File: src/hdl/hub_cfg_pkg.sv
package hub_cfg_pkg;
    // Register offsets
    localparam logic [7:0] OFS_BP_PORT_DISABLE   = 8'h0b;
    localparam logic [7:0] OFS_SP_MAX_POWER      = 8'h0c;
    localparam logic [7:0] OFS_BP_MAX_POWER      = 8'h0d;
    localparam logic [7:0] OFS_SP_CTRL_CURRENT   = 8'h0e;
    localparam logic [7:0] OFS_BP_CTRL_CURRENT   = 8'h0f;
    localparam logic [7:0] OFS_POWER_GOOD_DELAY  = 8'h10;
    localparam logic [7:0] OFS_LANGUAGE_UPPER    = 8'h11;
    localparam logic [7:0] OFS_LANGUAGE_LOWER    = 8'h12;
    localparam logic [7:0] OFS_MAKER_STR_LEN     = 8'h13;
    // Reset values
    localparam logic [7:0] RST_CTRL_CURRENT      = 8'h32;
    localparam logic [7:0] RST_ZERO              = 8'h00;
    // Port disable mask layout
    localparam logic [7:0] PORT_MASK_VALID       = 8'h1e;
    localparam int         PORT_FIELD_LSB        = 1;
    localparam int         NUM_PORTS             = 4;
    // String length ceiling
    localparam logic [7:0] MAX_STRING_CHARS      = 8'h1f;
    // Timing: units of the delay byte, in ms, and clock rate in kHz
    localparam int         POWER_UNIT_MS         = 2;
    localparam int         CLOCK_KHZ             = 125000;
    localparam int         CYCLES_PER_UNIT       = POWER_UNIT_MS * CLOCK_KHZ;
endpackage : hub_cfg_pkg

File: src/hdl/port_renumber.sv
`timescale 1ns/1ps
module port_renumber #(
    parameter int PORTS = 4
) (
    // Disable mask, one bit per port, port 1 in bit 0
    input  wire logic [PORTS-1:0]   disabled_in,
    // Logical to physical map, 3 bits per logical port
    output logic [3*PORTS-1:0]      map_out,
    output logic [2:0]              count_out
);
    initial begin
        if (PORTS < 1 || PORTS > 7) begin
            $error("port_renumber: PORTS out of range");
        end
    end

    // Packs enabled physical ports into logical slots in ascending order
    always_comb begin
        logic [2:0] slot;
        slot    = 3'h0;
        map_out = '0;
        for (int p = 0; p < PORTS; p++) begin
            if (!disabled_in[p]) begin
                map_out[3*slot +: 3] = 3'(p + 1);
                slot = slot + 3'h1;
            end
        end
        count_out = slot;
    end
endmodule : port_renumber

File: src/hdl/power_good_timer.sv
`timescale 1ns/1ps
module power_good_timer #(
    parameter int UNIT_CYCLES = hub_cfg_pkg::CYCLES_PER_UNIT
) (
    input  wire logic       clk_in,
    input  wire logic       rst_n_in,
    // Start pulse and delay in units
    input  wire logic       start_in,
    input  wire logic [7:0] units_in,
    output logic            good_out
);
    initial begin
        if (UNIT_CYCLES < 1) begin
            $error("power_good_timer: UNIT_CYCLES must be positive");
        end
    end

    typedef struct packed {
        logic [31:0] tick;
        logic [7:0]  left;
        logic        busy;
        logic        good;
    } timer_state_type;

    timer_state_type st;
    timer_state_type next_st;

    // Power good after units_in whole units; zero gives good next cycle
    always_comb begin
        next_st = st;
        if (start_in) begin
            next_st.tick = 32'h0;
            next_st.left = units_in;
            next_st.busy = (units_in != 8'h00);
            next_st.good = (units_in == 8'h00);
        end else if (st.busy) begin
            if (st.tick == 32'(UNIT_CYCLES - 1)) begin
                next_st.tick = 32'h0;
                next_st.left = st.left - 8'h01;
                if (st.left == 8'h01) begin
                    next_st.busy = 1'b0;
                    next_st.good = 1'b1;
                end
            end else begin
                next_st.tick = st.tick + 32'h1;
            end
        end
    end

    always_ff @(posedge clk_in) begin
        if (!rst_n_in) begin
            st <= '0;
        end else begin
            st <= next_st;
        end
    end

    assign good_out = st.good;
endmodule : power_good_timer

File: src/hdl/hub_port_power_config_regs.sv
`timescale 1ns/1ps
module hub_port_power_config_regs #(
    parameter int PORTS       = hub_cfg_pkg::NUM_PORTS,
    parameter int UNIT_CYCLES = hub_cfg_pkg::CYCLES_PER_UNIT
) (
    // Clock and reset
    input  wire logic                 CLOCK_IN,
    input  wire logic                 RESETN_IN,
    // Configuration loader port
    input  wire logic                 CFG_WRITE_IN,
    input  wire logic                 CFG_READ_IN,
    input  wire logic [7:0]           CFG_ADDR_IN,
    input  wire logic [7:0]           CFG_WDATA_IN,
    output logic [7:0]                CFG_RDATA_OUT,
    output logic                      CFG_HIT_OUT,
    // Operating mode
    input  wire logic                 BUS_POWERED_IN,
    input  wire logic                 PORT_REMAP_ENABLE_IN,
    input  wire logic                 INTERNAL_DEFAULT_IN,
    input  wire logic [1:0]           PORT_DISABLE_STRAPS_IN,
    // Host port power requests
    input  wire logic [PORTS-1:0]     PORT_POWER_REQ_IN,
    input  wire logic [PORTS-1:0]     PORT_ENABLE_REQ_IN,
    // Effective configuration
    output logic [PORTS-1:0]          PORT_DISABLED_OUT,
    output logic [PORTS-1:0]          PORT_ENABLED_OUT,
    output logic [2:0]                PORT_COUNT_OUT,
    output logic [3*PORTS-1:0]        PORT_MAP_OUT,
    output logic [7:0]                MAX_POWER_OUT,
    output logic [7:0]                CONTROLLER_CURRENT_OUT,
    output logic [15:0]               LANGUAGE_ID_OUT,
    output logic [7:0]                MAKER_STRING_LENGTH_OUT,
    output logic [PORTS-1:0]          PORT_POWER_GOOD_OUT
);
    initial begin
        if (PORTS != 4) begin
            $error("hub_port_power_config_regs: only 4 ports supported");
        end
    end

    typedef struct packed {
        logic [7:0]       bp_disable;
        logic [7:0]       sp_max_power;
        logic [7:0]       bp_max_power;
        logic [7:0]       sp_ctrl_current;
        logic [7:0]       bp_ctrl_current;
        logic [7:0]       power_delay;
        logic [7:0]       lang_upper;
        logic [7:0]       lang_lower;
        logic [7:0]       maker_len;
        logic [7:0]       rdata;
        logic             hit;
        logic [PORTS-1:0] disabled;
        logic [PORTS-1:0] enabled;
        logic [7:0]       max_power;
        logic [7:0]       ctrl_current;
        logic [15:0]      language;
        logic [PORTS-1:0] power_req_d;
    } regs_state_type;

    regs_state_type st;
    regs_state_type next_st;

    logic [PORTS-1:0]   strap_mask;
    logic [PORTS-1:0]   eff_disabled;
    logic [PORTS-1:0]   power_start;
    logic [2:0]         count;
    logic [3*PORTS-1:0] map;

    // Straps encode how many top ports are off, as in a reduced-port SKU
    always_comb begin
        case (PORT_DISABLE_STRAPS_IN)
            2'b01:   strap_mask = 4'b1000;
            2'b10:   strap_mask = 4'b1100;
            2'b11:   strap_mask = 4'b1110;
            default: strap_mask = 4'b0000;
        endcase
    end

    // Remap on leaves the port set to the remap tables, not this mask, unless INTERNAL_DEFAULT_IN selects the strap mask
    always_comb begin
        if (INTERNAL_DEFAULT_IN) begin
            eff_disabled = strap_mask;
        end else if (!BUS_POWERED_IN || PORT_REMAP_ENABLE_IN) begin
            eff_disabled = '0;
        end else begin
            eff_disabled = st.bp_disable[PORTS:1];
        end
    end

    port_renumber #(
        .PORTS       (PORTS)
    ) u_renumber (
        .disabled_in (st.disabled),
        .map_out     (map),
        .count_out   (count)
    );

    always_comb begin
        next_st = st;
        next_st.disabled    = eff_disabled;
        // Host cannot enable a disabled port
        next_st.enabled     = PORT_ENABLE_REQ_IN & ~eff_disabled;
        next_st.max_power   = BUS_POWERED_IN ?
                              st.bp_max_power :
                              st.sp_max_power;
        next_st.ctrl_current = BUS_POWERED_IN ?
                               st.bp_ctrl_current :
                               st.sp_ctrl_current;
        next_st.language    = {st.lang_upper, st.lang_lower};
        next_st.power_req_d = PORT_POWER_REQ_IN & ~eff_disabled;
        next_st.hit         = 1'b0;
        if (CFG_WRITE_IN) begin
            case (CFG_ADDR_IN)
                hub_cfg_pkg::OFS_BP_PORT_DISABLE:
                    next_st.bp_disable = CFG_WDATA_IN
                                       & hub_cfg_pkg::PORT_MASK_VALID;
                hub_cfg_pkg::OFS_SP_MAX_POWER:
                    next_st.sp_max_power = CFG_WDATA_IN;
                hub_cfg_pkg::OFS_BP_MAX_POWER:
                    next_st.bp_max_power = CFG_WDATA_IN;
                hub_cfg_pkg::OFS_SP_CTRL_CURRENT:
                    next_st.sp_ctrl_current = CFG_WDATA_IN;
                hub_cfg_pkg::OFS_BP_CTRL_CURRENT:
                    next_st.bp_ctrl_current = CFG_WDATA_IN;
                hub_cfg_pkg::OFS_POWER_GOOD_DELAY:
                    next_st.power_delay = CFG_WDATA_IN;
                hub_cfg_pkg::OFS_LANGUAGE_UPPER:
                    next_st.lang_upper = CFG_WDATA_IN;
                hub_cfg_pkg::OFS_LANGUAGE_LOWER:
                    next_st.lang_lower = CFG_WDATA_IN;
                hub_cfg_pkg::OFS_MAKER_STR_LEN:
                    // Overlong count clamps so the descriptor never overruns
                    next_st.maker_len = (CFG_WDATA_IN >
                                         hub_cfg_pkg::MAX_STRING_CHARS) ?
                                        hub_cfg_pkg::MAX_STRING_CHARS :
                                        CFG_WDATA_IN;
                default: ;
            endcase
        end
        if (CFG_READ_IN) begin
            next_st.hit = 1'b1;
            case (CFG_ADDR_IN)
                hub_cfg_pkg::OFS_BP_PORT_DISABLE:
                    next_st.rdata = st.bp_disable;
                hub_cfg_pkg::OFS_SP_MAX_POWER:
                    next_st.rdata = st.sp_max_power;
                hub_cfg_pkg::OFS_BP_MAX_POWER:
                    next_st.rdata = st.bp_max_power;
                hub_cfg_pkg::OFS_SP_CTRL_CURRENT:
                    next_st.rdata = st.sp_ctrl_current;
                hub_cfg_pkg::OFS_BP_CTRL_CURRENT:
                    next_st.rdata = st.bp_ctrl_current;
                hub_cfg_pkg::OFS_POWER_GOOD_DELAY:
                    next_st.rdata = st.power_delay;
                hub_cfg_pkg::OFS_LANGUAGE_UPPER:
                    next_st.rdata = st.lang_upper;
                hub_cfg_pkg::OFS_LANGUAGE_LOWER:
                    next_st.rdata = st.lang_lower;
                hub_cfg_pkg::OFS_MAKER_STR_LEN:
                    next_st.rdata = st.maker_len;
                default: begin
                    next_st.rdata = hub_cfg_pkg::RST_ZERO;
                    next_st.hit   = 1'b0;
                end
            endcase
        end
    end

    always_ff @(posedge CLOCK_IN) begin
        if (!RESETN_IN) begin
            st                 <= '0;
            st.sp_ctrl_current <= hub_cfg_pkg::RST_CTRL_CURRENT;
            st.bp_ctrl_current <= hub_cfg_pkg::RST_CTRL_CURRENT;
        end else begin
            st <= next_st;
        end
    end

    // A new rising request restarts that port's power-good timer
    assign power_start = next_st.power_req_d & ~st.power_req_d;

    genvar g;
    generate
        for (g = 0; g < PORTS; g++) begin : g_port
            logic good;
            power_good_timer #(
                .UNIT_CYCLES (UNIT_CYCLES)
            ) u_timer (
                .clk_in      (CLOCK_IN),
                .rst_n_in    (RESETN_IN),
                .start_in    (power_start[g]),
                .units_in    (st.power_delay),
                .good_out    (good)
            );
            assign PORT_POWER_GOOD_OUT[g] = good & st.power_req_d[g];
        end
    endgenerate

    assign CFG_RDATA_OUT           = st.rdata;
    assign CFG_HIT_OUT             = st.hit;
    assign PORT_DISABLED_OUT       = st.disabled;
    assign PORT_ENABLED_OUT        = st.enabled;
    assign PORT_COUNT_OUT          = count;
    assign PORT_MAP_OUT            = map;
    assign MAX_POWER_OUT           = st.max_power;
    assign CONTROLLER_CURRENT_OUT  = st.ctrl_current;
    assign LANGUAGE_ID_OUT         = st.language;
    assign MAKER_STRING_LENGTH_OUT = st.maker_len;

    a_mask_reserved: assert property (
        @(posedge CLOCK_IN) disable iff (!RESETN_IN)
        (st.bp_disable & ~hub_cfg_pkg::PORT_MASK_VALID) == 8'h00)
        else $error("reserved mask bits set");

    a_read_reserved: assert property (
        @(posedge CLOCK_IN) disable iff (!RESETN_IN)
        (CFG_READ_IN && CFG_ADDR_IN == hub_cfg_pkg::OFS_BP_PORT_DISABLE)
        |=> CFG_HIT_OUT
            && (CFG_RDATA_OUT & ~hub_cfg_pkg::PORT_MASK_VALID) == 8'h00)
        else $error("reserved mask bits read back");

    a_disabled_blocked: assert property (
        @(posedge CLOCK_IN) disable iff (!RESETN_IN)
        (PORT_ENABLED_OUT & PORT_DISABLED_OUT) == '0)
        else $error("disabled port enabled");

    a_enable_masked: assert property (
        @(posedge CLOCK_IN) disable iff (!RESETN_IN)
        1'b1 |=> PORT_ENABLED_OUT
                 == ($past(PORT_ENABLE_REQ_IN) & ~PORT_DISABLED_OUT))
        else $error("enable request not passed");

    a_remap_clear: assert property (
        @(posedge CLOCK_IN) disable iff (!RESETN_IN)
        (!INTERNAL_DEFAULT_IN && PORT_REMAP_ENABLE_IN)
        |=> PORT_DISABLED_OUT == '0)
        else $error("mask applied while remapping");

    a_mask_applied: assert property (
        @(posedge CLOCK_IN) disable iff (!RESETN_IN)
        (!INTERNAL_DEFAULT_IN && BUS_POWERED_IN && !PORT_REMAP_ENABLE_IN)
        |=> PORT_DISABLED_OUT == $past(st.bp_disable[PORTS:1]))
        else $error("mask not applied");

    a_port_count: assert property (
        @(posedge CLOCK_IN) disable iff (!RESETN_IN)
        32'(PORT_COUNT_OUT) == PORTS - $countones(PORT_DISABLED_OUT))
        else $error("port count wrong");

    a_map_full: assert property (
        @(posedge CLOCK_IN) disable iff (!RESETN_IN)
        PORT_DISABLED_OUT == 4'h0 |-> PORT_MAP_OUT == 12'h8d1)
        else $error("full map wrong");

    a_map_empty: assert property (
        @(posedge CLOCK_IN) disable iff (!RESETN_IN)
        PORT_COUNT_OUT == 3'h0 |-> PORT_MAP_OUT == '0)
        else $error("empty map not cleared");

    a_strap_select: assert property (
        @(posedge CLOCK_IN) disable iff (!RESETN_IN)
        (INTERNAL_DEFAULT_IN && PORT_DISABLE_STRAPS_IN == 2'b11)
        |=> PORT_DISABLED_OUT == 4'b1110)
        else $error("straps ignored");

    a_self_power: assert property (
        @(posedge CLOCK_IN) disable iff (!RESETN_IN)
        !BUS_POWERED_IN |=> MAX_POWER_OUT == $past(st.sp_max_power))
        else $error("self power value wrong");

    a_power_select: assert property (
        @(posedge CLOCK_IN) disable iff (!RESETN_IN)
        BUS_POWERED_IN |=> MAX_POWER_OUT == $past(st.bp_max_power))
        else $error("bus power value wrong");

    a_self_select: assert property (
        @(posedge CLOCK_IN) disable iff (!RESETN_IN)
        !BUS_POWERED_IN
        |=> CONTROLLER_CURRENT_OUT == $past(st.sp_ctrl_current))
        else $error("self current wrong");

    a_bus_current: assert property (
        @(posedge CLOCK_IN) disable iff (!RESETN_IN)
        BUS_POWERED_IN
        |=> CONTROLLER_CURRENT_OUT == $past(st.bp_ctrl_current))
        else $error("bus current wrong");

    a_current_reset: assert property (
        @(posedge CLOCK_IN)
        $rose(RESETN_IN) |-> st.sp_ctrl_current == 8'h32
                          && st.bp_ctrl_current == 8'h32)
        else $error("current reset wrong");

    a_language: assert property (
        @(posedge CLOCK_IN) disable iff (!RESETN_IN)
        ##1 LANGUAGE_ID_OUT == {$past(st.lang_upper), $past(st.lang_lower)})
        else $error("language id wrong");

    a_maker_len: assert property (
        @(posedge CLOCK_IN) disable iff (!RESETN_IN)
        MAKER_STRING_LENGTH_OUT <= hub_cfg_pkg::MAX_STRING_CHARS)
        else $error("string length too long");

    a_zero_delay: assert property (
        @(posedge CLOCK_IN) disable iff (!RESETN_IN)
        (power_start[0] && st.power_delay == 8'h00 && PORT_POWER_REQ_IN[0]
         && !PORT_DISABLED_OUT[0]) |=> PORT_POWER_GOOD_OUT[0])
        else $error("power good late");

    a_good_needs_req: assert property (
        @(posedge CLOCK_IN) disable iff (!RESETN_IN)
        PORT_POWER_GOOD_OUT[0] |-> $past(PORT_POWER_REQ_IN[0]))
        else $error("power good without request");

    c_bus_powered: cover property (@(posedge CLOCK_IN) BUS_POWERED_IN
        && PORT_DISABLED_OUT != '0);
    c_strap_mode:  cover property (@(posedge CLOCK_IN) INTERNAL_DEFAULT_IN
        && PORT_COUNT_OUT == 3'h1);
    c_power_good:  cover property (@(posedge CLOCK_IN)
        $rose(PORT_POWER_GOOD_OUT[0]));
    c_remap_mode:  cover property (@(posedge CLOCK_IN)
        PORT_REMAP_ENABLE_IN && BUS_POWERED_IN);
    c_len_clamp:   cover property (@(posedge CLOCK_IN)
        MAKER_STRING_LENGTH_OUT == hub_cfg_pkg::MAX_STRING_CHARS);
endmodule : hub_port_power_config_regs

File: config.mk
export PLATFORM = sky130hd
export DESIGN_NAME = hub_port_power_config_regs
export DESIGN_NICKNAME = d
export VERILOG_FILES = /design/src/hdl/hub_cfg_pkg.sv /design/src/hdl/port_renumber.sv /design/src/hdl/power_good_timer.sv /design/src/hdl/hub_port_power_config_regs.sv
export SDC_FILE = /design/constraint.sdc
export NUM_CORES = 1
export LEC_CHECK = 0
export BUFFER_PORTS_ARGS = -buffer_cell sky130_fd_sc_hd__buf_4
export CORE_ASPECT_RATIO = 1.5
export CORE_MARGIN = 1
export CORE_UTILIZATION = 26
export CTS_CLUSTER_SIZE = 40
export DETAILED_ROUTE_END_ITERATION = 8
export SLEW_MARGIN = 5
export SYNTH_ARGS = -nofsm -noshare
export SYNTH_HDL_FRONTEND = slang
export SYNTH_HIERARCHICAL = 1
export SYNTH_SLANG_ARGS = --single-unit
File: constraint.sdc
create_clock -name CLOCK_IN -period 5.5 [get_ports CLOCK_IN]
set_input_delay 0.275 -clock CLOCK_IN [delete_from_list [all_inputs] [get_ports CLOCK_IN]]
set_output_delay 0.275 -clock CLOCK_IN [all_outputs]
set_load 0.02 [all_outputs]
==> run metrics, run 1 <==
clk_skew=0.0362 ns; Num CTS Buffers=28; setup violators final=0; cts repair resizes=0; Setup TNS=0 ns; DR iter-0 viols=640; layout cell share with drive strength beyond 1=0.149; top-area cell type share of the netlist area=0.401; Seq/Total Area, Yosys=0.401; crit-path cells=inv_1 -> fa_1 -> inv_1 -> ha_1 -> xnor2_4 -> a41oi_1 -> buf_4; Post-Syn Nets=1657; most frequent cells in the layout=dfxtp_1 (289), nor2_1 (230), buf_4 (111), xor2_1 (96), nand3_1 (89); worst skew pair latency=0.58 ns; Post-synth EDFFs=0; worst hold stages=3; period utilization=0.609; CP required=5.22 ns; Peak VDD IR=219 µV; setup repair bufs after CTS=0; Post-synth ARST share=0; warnings from Yosys=6; largest net degree at the start of global routing=94; worst-case reg-to-reg path depth=6; slowest stage delay, CP=0.71 ns; hold endpoint=st[112]; Global Route met1 Usage=0.138; worst hold start=CFG_WDATA_IN[3]; gr usage total=0.128; R2R Path End=g_port[2].u_timer/st[41]; vias in the first global route=11400; first-pass GRT wire length=59.6 mm; Yosys cell types=69; total power=4.49 mW; Setup crit start kind=flip-flop; Fin. Hold Viols=0; leakage=5.89 nW; Vias/cell=4.94; Min-Delay Path Class=in -> reg; Sink Count=289; area grow syn2layout=13.8%; Clock Tree Buf Depth=3; H-tree levels=1; root buffer cell=clkbuf_16; Max Cap Viol=0; grt ovf=0; CP arrival=3.07 ns; Core ar.=54800 µm²; run status=finished clean; PwrDens=273 nW/µm²; Die X=194 µm; die area=56500 µm²; Pins Over Slew Limit=0; Hold-fix buffers, CTS=13; nets=1676; slew margin rel.=0.292; Slowest cell on crit path=fa_1; CP Max Fanout=8; most frequent CP cell=inv_1; clock-pin slew on the worst setup and hold paths=0.07 ns; initial antenna violation count=0; Levels on crit path=7; met2 usage=0.243; via count=11500; Routed Antenna Nets=0; largest cells by area after synthesis=dfxtp_1 (40%), nor2_1 (6.0%), xor2_1 (5.8%); RSZ-0062 raised after global routing=false; Post-route DRC=0; min Tclk post-route=3.35 ns; I/O Buffers=108; predominant post-synthesis flop cell=dfxtp_1; GR peak layer=met2; Critical R2R Launch=st[120]; hpwl dp=26.5 mm; RePlAce Congestion=0.838; Worst Tran Pin Value=1.06 ns; IO Pins=109; critical path buffer and inverter count=3; Routed WL per cell=15.9 µm; n_diodes=0; Rows=105; Mapped Avg Cell Area=9.02 µm²; CTS tree=built; iteration count of the initial detailed-routing pass=5; Syn Inst Count=1600; register bit count reported by yosys=289; CP delay by family, top=adder cells; initial core utilization=0.264; flop-to-flop setup slack=2.61 ns; GR Util met3=0.0162; commonest non-fill, non-tap cell in the layout=dfxtp_1; dominant cell type by area after synthesis=dfxtp_1; Post-Synthesis Cell Area=14400 µm²; Die Y=291 µm; CP endpoint kind=output port; crit path from=PORT_DISABLED_OUT[0]; routed wire length=37.1 mm; Max Freq=0.299 GHz; type of the worst setup path=reg -> out
final cells by class:
cell class                 count  area [µm²]
clock buffer                  37         805
tap                          695         870
multi-input combinational   1139        7660
clock inverter                15         216
sequential                   289        5790
inverter                      37         139
timing repair buffer         124         963
fill                        5631       38300
worst reg2reg max path: stages, from the launching register on:
cell and delay [ns]:
dfxtp_1 0.33, nor2b_1 0.13, a22oi_1 0.23, nand2_1 0.15, nor2_1 0.75, or3_1 0.93
o21ba_1 0.26
worst max path at each step:
| stage | to | slack [ns] |
|---|---|---|
| final | PORT_MAP_OUT[6] | 2.15 |
| after global routing | PORT_MAP_OUT[6] | 1.95 |
| after CTS | PORT_MAP_OUT[6] | 2.05 |
| after detailed placement | g_port[1].u_timer/st[41] | 2.31 |
| after global placement | g_port[1].u_timer/st[41] | 2.42 |
| after floorplan | PORT_MAP_OUT[7] | 2.80 |
registers in the layout, summed over array words and instances (netlist names):
| register | cells |
|---|---|
| g_port.u_timer/st | 164 |
| st | 48 |
| LANGUAGE_ID_OUT | 16 |
| next_st | 16 |
| CFG_RDATA_OUT | 8 |
| CONTROLLER_CURRENT_OUT | 8 |
| MAKER_STRING_LENGTH_OUT | 8 |
| MAX_POWER_OUT | 8 |
| PORT_DISABLED_OUT | 4 |
| PORT_ENABLED_OUT | 4 |
| g_port.u_timer/good_out | 4 |
| CFG_HIT_OUT | 1 |
cell families (layout without fill, tap and decap cells):
group | count (synthesis) | after routing | share of synthesized area
DFF | 289 | 289 | 0.401
adders and majority gates | 24 | 24 | 0.0213
AOI/OAI and AO/OA | 178 | 178 | 0.0828
xor gates and xnor gates | 119 | 119 | 0.0735
buffers and inverters | 172 | 213 | 0.0691
muxes | 83 | 83 | 0.0655
and+or+nand+nor | 735 | 735 | 0.287
layer usage:
metal  wire, µm  vias up
li1           -     5645
met1      14900     5561
met2      19400      251
met3       1320       78
met4       1500        0
met5          0        -
where the power goes:
part | internal (mW) | total [mW] | switching [mW]
clock network | 1.23 | 2.10 | 0.869
registers | 2.11 | 2.13 | 0.0169
logic | 0.0988 | 0.264 | 0.166
cells in the mapped netlist (5+ instances only):
cell type	number
a22oi_1	8
and4_1	29
mux2_2	12
nor2b_1	7
o2bb2ai_1	5
nand3b_1	6
o221a_1	5
and4bb_2	5
a22o_1	11
mux4_2	8
and2_1	39
xor2_1	96
buf_2	11
dfxtp_1	289
xnor2_1	22
nor4_4	8
nor2_1	230
buf_4	64
nor3b_1	8
ha_1	23
inv_1	35
a21oi_1	46
nor4_1	20
a311oi_1	6
nor4b_2	8
o221ai_1	7
and3_1	43
nand3_1	89
nor3_1	25
clkbuf_1	44
or2_2	8
o21a_1	9
a211oi_1	17
nand2_1	86
buf_6	13
or3_1	17
o21ai_0	44
nand4_1	68
nor4_2	12
mux2i_1	63
metrics by stage:
stage | utilization | std cells | cell area (µm²) | hold WS, ns | setup WS, ns
after floorplan | - | 1600 | 14400 | 0.371 | 2.80
after global placement | 0.279 | 2271 | 15300 | 0.458 | 2.42
after detailed placement | 0.279 | 2271 | 15300 | 0.465 | 2.31
after CTS | 0.300 | 2336 | 16400 | 0.00520 | 2.05
after global routing | 0.300 | 2336 | 16400 | 0.0248 | 1.95
final | 0.300 | 2336 | 16400 | 0.0323 | 2.15
Power figures use the tool's default switching activity.
==> run 2, diff against run 1 <==
- clock period: 5.5 -> 3.12 ns (I/O delays scaled with it)
==> run metrics, run 2 (synthesis results as in run 1) <==
Largest regs=g_port.u_timer/st x164, st x48; fill cell count=5581 (-0.89%); total power=7.60 mW (+69%); Slowest cell on crit path=fa_2; H-tree levels=1 (unchanged); Max Freq=0.336 GHz; slowest stage delay, CP=0.66 ns (-0.05 ns); PwrDens=460 nW/µm² (+68%); Pins Over Slew Limit=0 (unchanged); Sink Count=289 (unchanged); gr usage total=0.128 (-0.000465); area grow syn2layout=14.4%; setup repair bufs after CTS=0 (unchanged); setup violators final=0 (unchanged); initial antenna violation count=0 (unchanged); worst skew pair latency=0.56 ns (-0.02 ns); slew margin rel.=0.469 (+0.177); CP Max Fanout=8 (unchanged); Cells after DPL=2289 (+0.79%); Setup crit start kind=flip-flop; n_diodes=0 (unchanged); max reg flops=164 (unchanged); CP delay by family, top=adder cells; root buffer cell=clkbuf_16; die area=56500 µm² (unchanged); CP endpoint kind=output port; Largest Register=g_port.u_timer/st; Clock Tree Buf Depth=3 (unchanged); I/O Buffers=108 (unchanged); Die X=194 µm (unchanged); crit-path cells=inv_1 -> fa_2 -> inv_1 -> ha_1 -> xnor2_4 -> and4_4 -> buf_4; fin cells=2356 (+0.86%); Core ar.=54800 µm² (unchanged); nets=1698 (+1.3%); Max Cap Viol=0 (unchanged); Place WS=0.497 ns (-1.81 ns); leakage=5.95 nW (+1.0%); Post-route DRC=0 (unchanged); Setup TNS=0 ns (unchanged); largest net degree at the start of global routing=46 (-51%); type of the worst setup path=reg -> out; Peak VDD IR=390 µV (+78%); via count=11500 (-0.22%); iteration count of the initial detailed-routing pass=5 (unchanged); RePlAce Congestion=0.841 (+0.39%); Rows=105 (unchanged); most frequent CP cell=inv_1; IO Pins=109 (unchanged); grt ovf=0 (unchanged); min Tclk post-route=2.98 ns; clk_skew=0.0252 ns (-0.0110 ns); initial core utilization=0.264 (unchanged); layout cell share with drive strength beyond 1=0.159 (+0.00964); CP required=2.96 ns (-2.26 ns); DR iter-0 viols=572 (-11%); RSZ-0062 raised after global routing=false; CP arrival=2.82 ns (-0.25 ns); most frequent cells in the layout=dfxtp_1 (286), nor2_1 (230), buf_4 (129), xor2_1 (96), nand3_1 (89); Routed Antenna Nets=0 (unchanged); hpwl dp=26.7 mm (+0.72%); vias in the first global route=11400 (-0.40%); Vias/cell=4.89 (-1.1%); Routed WL per cell=15.7 µm (-1.6%); CTS tree=built; Die Y=291 µm (unchanged); Num CTS Buffers=27 (-3.6%); routed wire length=36.9 mm (-0.72%); critical path buffer and inverter count=3 (unchanged); Fin. Hold Viols=0 (unchanged); first-pass GRT wire length=59.6 mm (about the same); setup ws final=0.143 ns (-2.01 ns); period utilization=0.954; Min-Delay Path Class=in -> reg; clock-pin slew on the worst setup and hold paths=0.07 ns (about the same); Worst Tran Pin Value=0.791 ns (-0.272 ns); run status=finished clean; commonest non-fill, non-tap cell in the layout=dfxtp_1
-- run 2: cell types whose count changed in the layout (fill, tap and decap cells not counted), moves of 2 or more --
cell,previous run,this run
a311oi_2,0,2
clkinv_4,2,0
dfxtp_2,0,3
dlygate4sd3_1,13,18
clkbuf_1,2,6
clkinv_2,5,7
buf_4,111,129
bufinv_16,4,2
a311oi_1,6,4
dfxtp_1,289,286
clkinvlp_4,2,0
-- run 2: metrics by stage --
stage | util | area [µm²] | hold slack [ns]
floorplan | - | 14400 | 0.252
global route | 0.301 | 16500 | 0.0463
detailed placement | 0.281 | 15400 | 0.384
global placement | 0.281 | 15400 | 0.385
CTS | 0.301 | 16500 | 0.0238
finish | 0.301 | 16500 | 0.0342
-- run 2: final cells by class --
cell class	instances	area [µm²]	share of cell area
Clock inverter	10	104	0.00629
Tap cell	695	870	0.0527
Inverter	37	139	0.00841
Clock buffer	39	781	0.0473
Multi-Input combinational cell	1139	7680	0.465
Sequential cell	289	5790	0.351
Timing Repair Buffer	147	1150	0.0696
-- run 2: tightest hold or removal path: stages --
cell	delay [ns]
buf_4	0.10
nor3_4	0.05
nand2_1	0.06
a31oi_2	0.17
-- run 2: final timing paths --
kind / start / end / slack (ns) / cells after the start
setup / recovery: PORT_DISABLED_OUT[0] / PORT_MAP_OUT[8] / 0.14 / 7
hold / removal: CFG_ADDR_IN[6] / CFG_HIT_OUT / 0.03 / 4
setup reg to reg: g_port[3].u_timer/st[29] / g_port[3].u_timer/st[21] / 0.71 / 6
hold reg to reg: st[114] / st[114] / 0.48 / 2
-- run 2: metal layers --
| layer | vias to the layer above | share of wire | global-route usage |
|---|---|---|---|
| li1 | 5687 | - | - |
| met4 | 0 | 0.040 | 0.0637 |
| met5 | - | 0 | 0 |
| met1 | 5508 | 0.40 | 0.140 |
| met2 | 249 | 0.52 | 0.239 |
| met3 | 66 | 0.036 | 0.0161 |
-- run 2: timing repair --
item                                    in CTS  in global routing
endpoints found under the setup margin       6                  8
gates resized for setup                      4                  5
hold buffers                                18                  0
pin swaps                                    0                  1
hold endpoints to repair                    75                  0
-- run 2: power breakdown --
group          leakage (nW)  switching, mW  internal [mW]
clock                 0.443           1.45           1.90
combinational          3.17          0.296          0.192
sequential             2.34         0.0287           3.73
total                  5.95           1.78           5.82
==> run 3, diff against run 2 <==
- SYNTH_HIERARCHICAL: 1 -> unset
==> run metrics, run 3 <==
Routed Antenna Nets=0 (unchanged); Max Cap Viol=0 (unchanged); Syn Inst Count=1561 (-2.4%); predominant post-synthesis flop cell=dfxtp_1; Finished Cell Area=16000 µm² (-3.3%); CP delay by family, top=adder cells; Post-Syn Nets=1619 (-2.3%); clk_skew=0.0244 ns (-0.000762 ns); CP Max Fanout=5 (-3); clock-pin slew on the worst setup and hold paths=0.07 ns (about the same); Post-synth EDFFs=0 (unchanged); Largest regs=g_port.u_timer.st x164, st x48; PwrDens=480 nW/µm² (+4.4%); setup violators final=0 (unchanged); Post-synth ARST share=0 (unchanged); worst skew pair latency=0.55 ns (about the same); Vias/cell=4.87 (-0.22%); Place WS=0.477 ns (-0.0200 ns); vias in the first global route=11000 (-3.0%); critical path buffer and inverter count=3 (unchanged); Post-route DRC=0 (unchanged); Post-synth top cells=dfxtp_1 (289), nor2_1 (217), nand2_1 (98), xnor2_1 (81), nand3_1 (73); max reg flops=164 (unchanged); XOR/XNOR Fraction of Synth Area=0.0800 (+0.00647); Mapped Avg Cell Area=8.84 µm² (-2.0%); Post-Synthesis Cell Area=13800 µm² (-4.4%); WHS=0.0460 ns (+0.0118 ns); RSZ-0062 raised after global routing=false; H-tree levels=1 (unchanged); Seq/Total Area, Yosys=0.419 (+0.0185); CP arrival=2.81 ns (about the same); I/O Buffers=108 (unchanged); leakage=5.62 nW (-5.7%); nets=1652 (-2.7%); root buffer cell=clkbuf_16; post-synthesis mux area share=0.0703 (+0.00484); final core occ=0.304 (+0.00237); flop-to-flop setup slack=0.53 ns (-0.18 ns); Cells after DPL=2229 (-2.6%); adder-cell share of the synthesized area=0.0232 (+0.00189); die area=54000 µm² (-4.4%); iteration count of the initial detailed-routing pass=5 (unchanged); CP endpoint=PORT_MAP_OUT[3]; Clock Tree Buf Depth=3 (unchanged); commonest non-fill, non-tap cell in the layout=dfxtp_1; crit-path cells=inv_1 -> fa_2 -> inv_1 -> ha_1 -> xnor2_1 -> nor2_1 -> and2_1 -> nor3b_1 -> buf_4; dominant cell type by area after synthesis=dfxtp_1; grt ovf=0 (unchanged); Slowest cell on crit path=fa_2; most frequent cells in the layout=dfxtp_1 (286), nor2_1 (217), buf_4 (123), nand2_1 (98), xnor2_1 (81); type of the worst setup path=reg -> out; setup ws final=0.153 ns (+0.0105 ns); total power=7.67 mW (+0.94%); R2R Path End=g_port[0].u_timer.st[9]; Setup TNS=0 ns (unchanged); RePlAce Congestion=0.840 (-0.14%); main combinational cell family by area after synthesis=simple AND/OR/NAND/NOR gates; gr usage total=0.124 (-0.00418); largest net degree at the start of global routing=66 (+43%); Core ar.=52600 µm² (-4.0%); Rows=103 (-1.9%); warnings from Yosys=0 (-6); run status=finished clean; Critical R2R Launch=g_port[0].u_timer.st[19]; largest cells by area after synthesis=dfxtp_1 (42%), nor2_1 (5.9%), xnor2_1 (5.1%); hpwl dp=24.8 mm (-7.2%); register bit count reported by yosys=289 (unchanged); Levels on crit path=9 (+2); Routed WL per cell=14.9 µm (-4.6%); period utilization=0.951 (-0.00338); min Tclk post-route=2.97 ns (-0.0105 ns); first-pass GRT wire length=55.5 mm (-6.8%); Worst Tran Pin Value=0.818 ns (+0.0277 ns); synthesized-area fraction occupied by and/or/nand/nor cells=0.267 (-0.0206); Sink Count=289 (unchanged); Max Freq=0.337 GHz (+0.36%); IO Pins=109 (unchanged); DP Area=14900 µm² (-3.7%); area grow syn2layout=15.7%; CP endpoint kind=output port; initial antenna violation count=2 (+2); Num CTS Buffers=25 (-7.4%); initial core utilization=0.262 (-0.00107); Largest Register=g_port.u_timer.st; top-count cell post-synth=dfxtp_1; slew margin rel.=0.447 (-0.0217); fin cells=2295 (-2.6%); worst hold start=PORT_REMAP_ENABLE_IN; worst-case reg-to-reg path depth=5 (-1); Die Y=284 µm (-2.2%); crit path from=PORT_DISABLED_OUT[1]; n_diodes=0 (unchanged); Min-Delay Path Class=in -> reg; most frequent CP cell=inv_1; Peak VDD IR=459 µV (+18%); CTS tree=built; CP required=2.96 ns (about the same); routed wire length=34.2 mm (-7.1%); Yosys cell types=66 (-4.3%); Pins Over Slew Limit=0 (unchanged); Setup crit start kind=flip-flop; top-area cell type share of the netlist area=0.419 (+0.0185); slowest stage delay, CP=0.65 ns (about the same); Fin. Hold Viols=0 (unchanged); DR iter-0 viols=631 (+10%); layout cell share with drive strength beyond 1=0.129 (-0.0300); via count=11200 (-2.8%); Die X=190 µm (-2.2%); complex-gate fraction of the synthesized area=0.0761 (-0.00661)
==> run 3: cell count changes after synthesis, sizes merged, moves of 15 or more <==
cell    previous run  this run
nor4              40        65
clkbuf            44        67
nand4             72        54
and3              43        28
nand3             90        73
buf               91        70
a31oi              2        20
nor2             234       217
xor2              96        45
xnor2             23        81
==> run 3: kinds of logic (layout without fill, tap and decap cells) <==
group,Yosys count,after routing
adder cells (fa/ha/maj),25,25
flip-flops,289,289
AND/OR/NAND/NOR,703,703
buffers and inverters,177,229
multiplexers,86,86
AO/OA/AOI/OAI,155,155
XOR/XNOR,126,126
==> run 3: routing by layer <==
layer	routed length (µm)	global-route usage	up-vias
li1	-	-	5540
met1	14000	0.134	5355
met2	17800	0.237	227
met4	1170	0.0544	2
met3	1250	0.0125	63
met5	10	0	-
==> run 3: worst min path at each step <==
stage                                 to  slack, ns  cells past startpoint
floorplan                         st[90]       0.28                      2
global placement     PORT_ENABLED_OUT[1]       0.38                      2
detailed placement   PORT_ENABLED_OUT[1]       0.39                      2
CTS                 PORT_DISABLED_OUT[2]       0.03                      4
global route        PORT_DISABLED_OUT[1]       0.05                      4
finish              PORT_DISABLED_OUT[1]       0.05                      4
==> run 3: timing repair <==
| item | in CTS | in global routing |
|---|---|---|
| setup buffers | 0 | 1 |
| setup endpoints to repair | 3 | 3 |
| endpoints found under the hold margin | 74 | 0 |
| resized for setup | 3 | 2 |
| hold buffers | 19 | 0 |
| pin swaps | 0 | 1 |
| gates cloned | 0 | 0 |
==> run 3: cell type report <==
cell class	count	area (µm²)
fill	5455	36600
multi-input combinational	1095	7130
sequential	289	5790
timing repair buffer	143	1130
tap	682	853
clock buffer	33	706
clock inverter	13	208
inverter	40	150
==> run 3: power by group <==
| part | internal [mW] | switching, mW | leakage [nW] |
|---|---|---|---|
| combinational | 0.175 | 0.283 | 2.84 |
| sequential | 3.73 | 0.0332 | 2.34 |
| clock | 2.02 | 1.43 | 0.435 |
| total | 5.92 | 1.75 | 5.62 |
==> run 3: tightest hold or removal path: stages <==
cell and delay [ns]:
buf_4 0.09, nor4bb_1 0.05, nor2_1 0.18, nor2_1 0.06
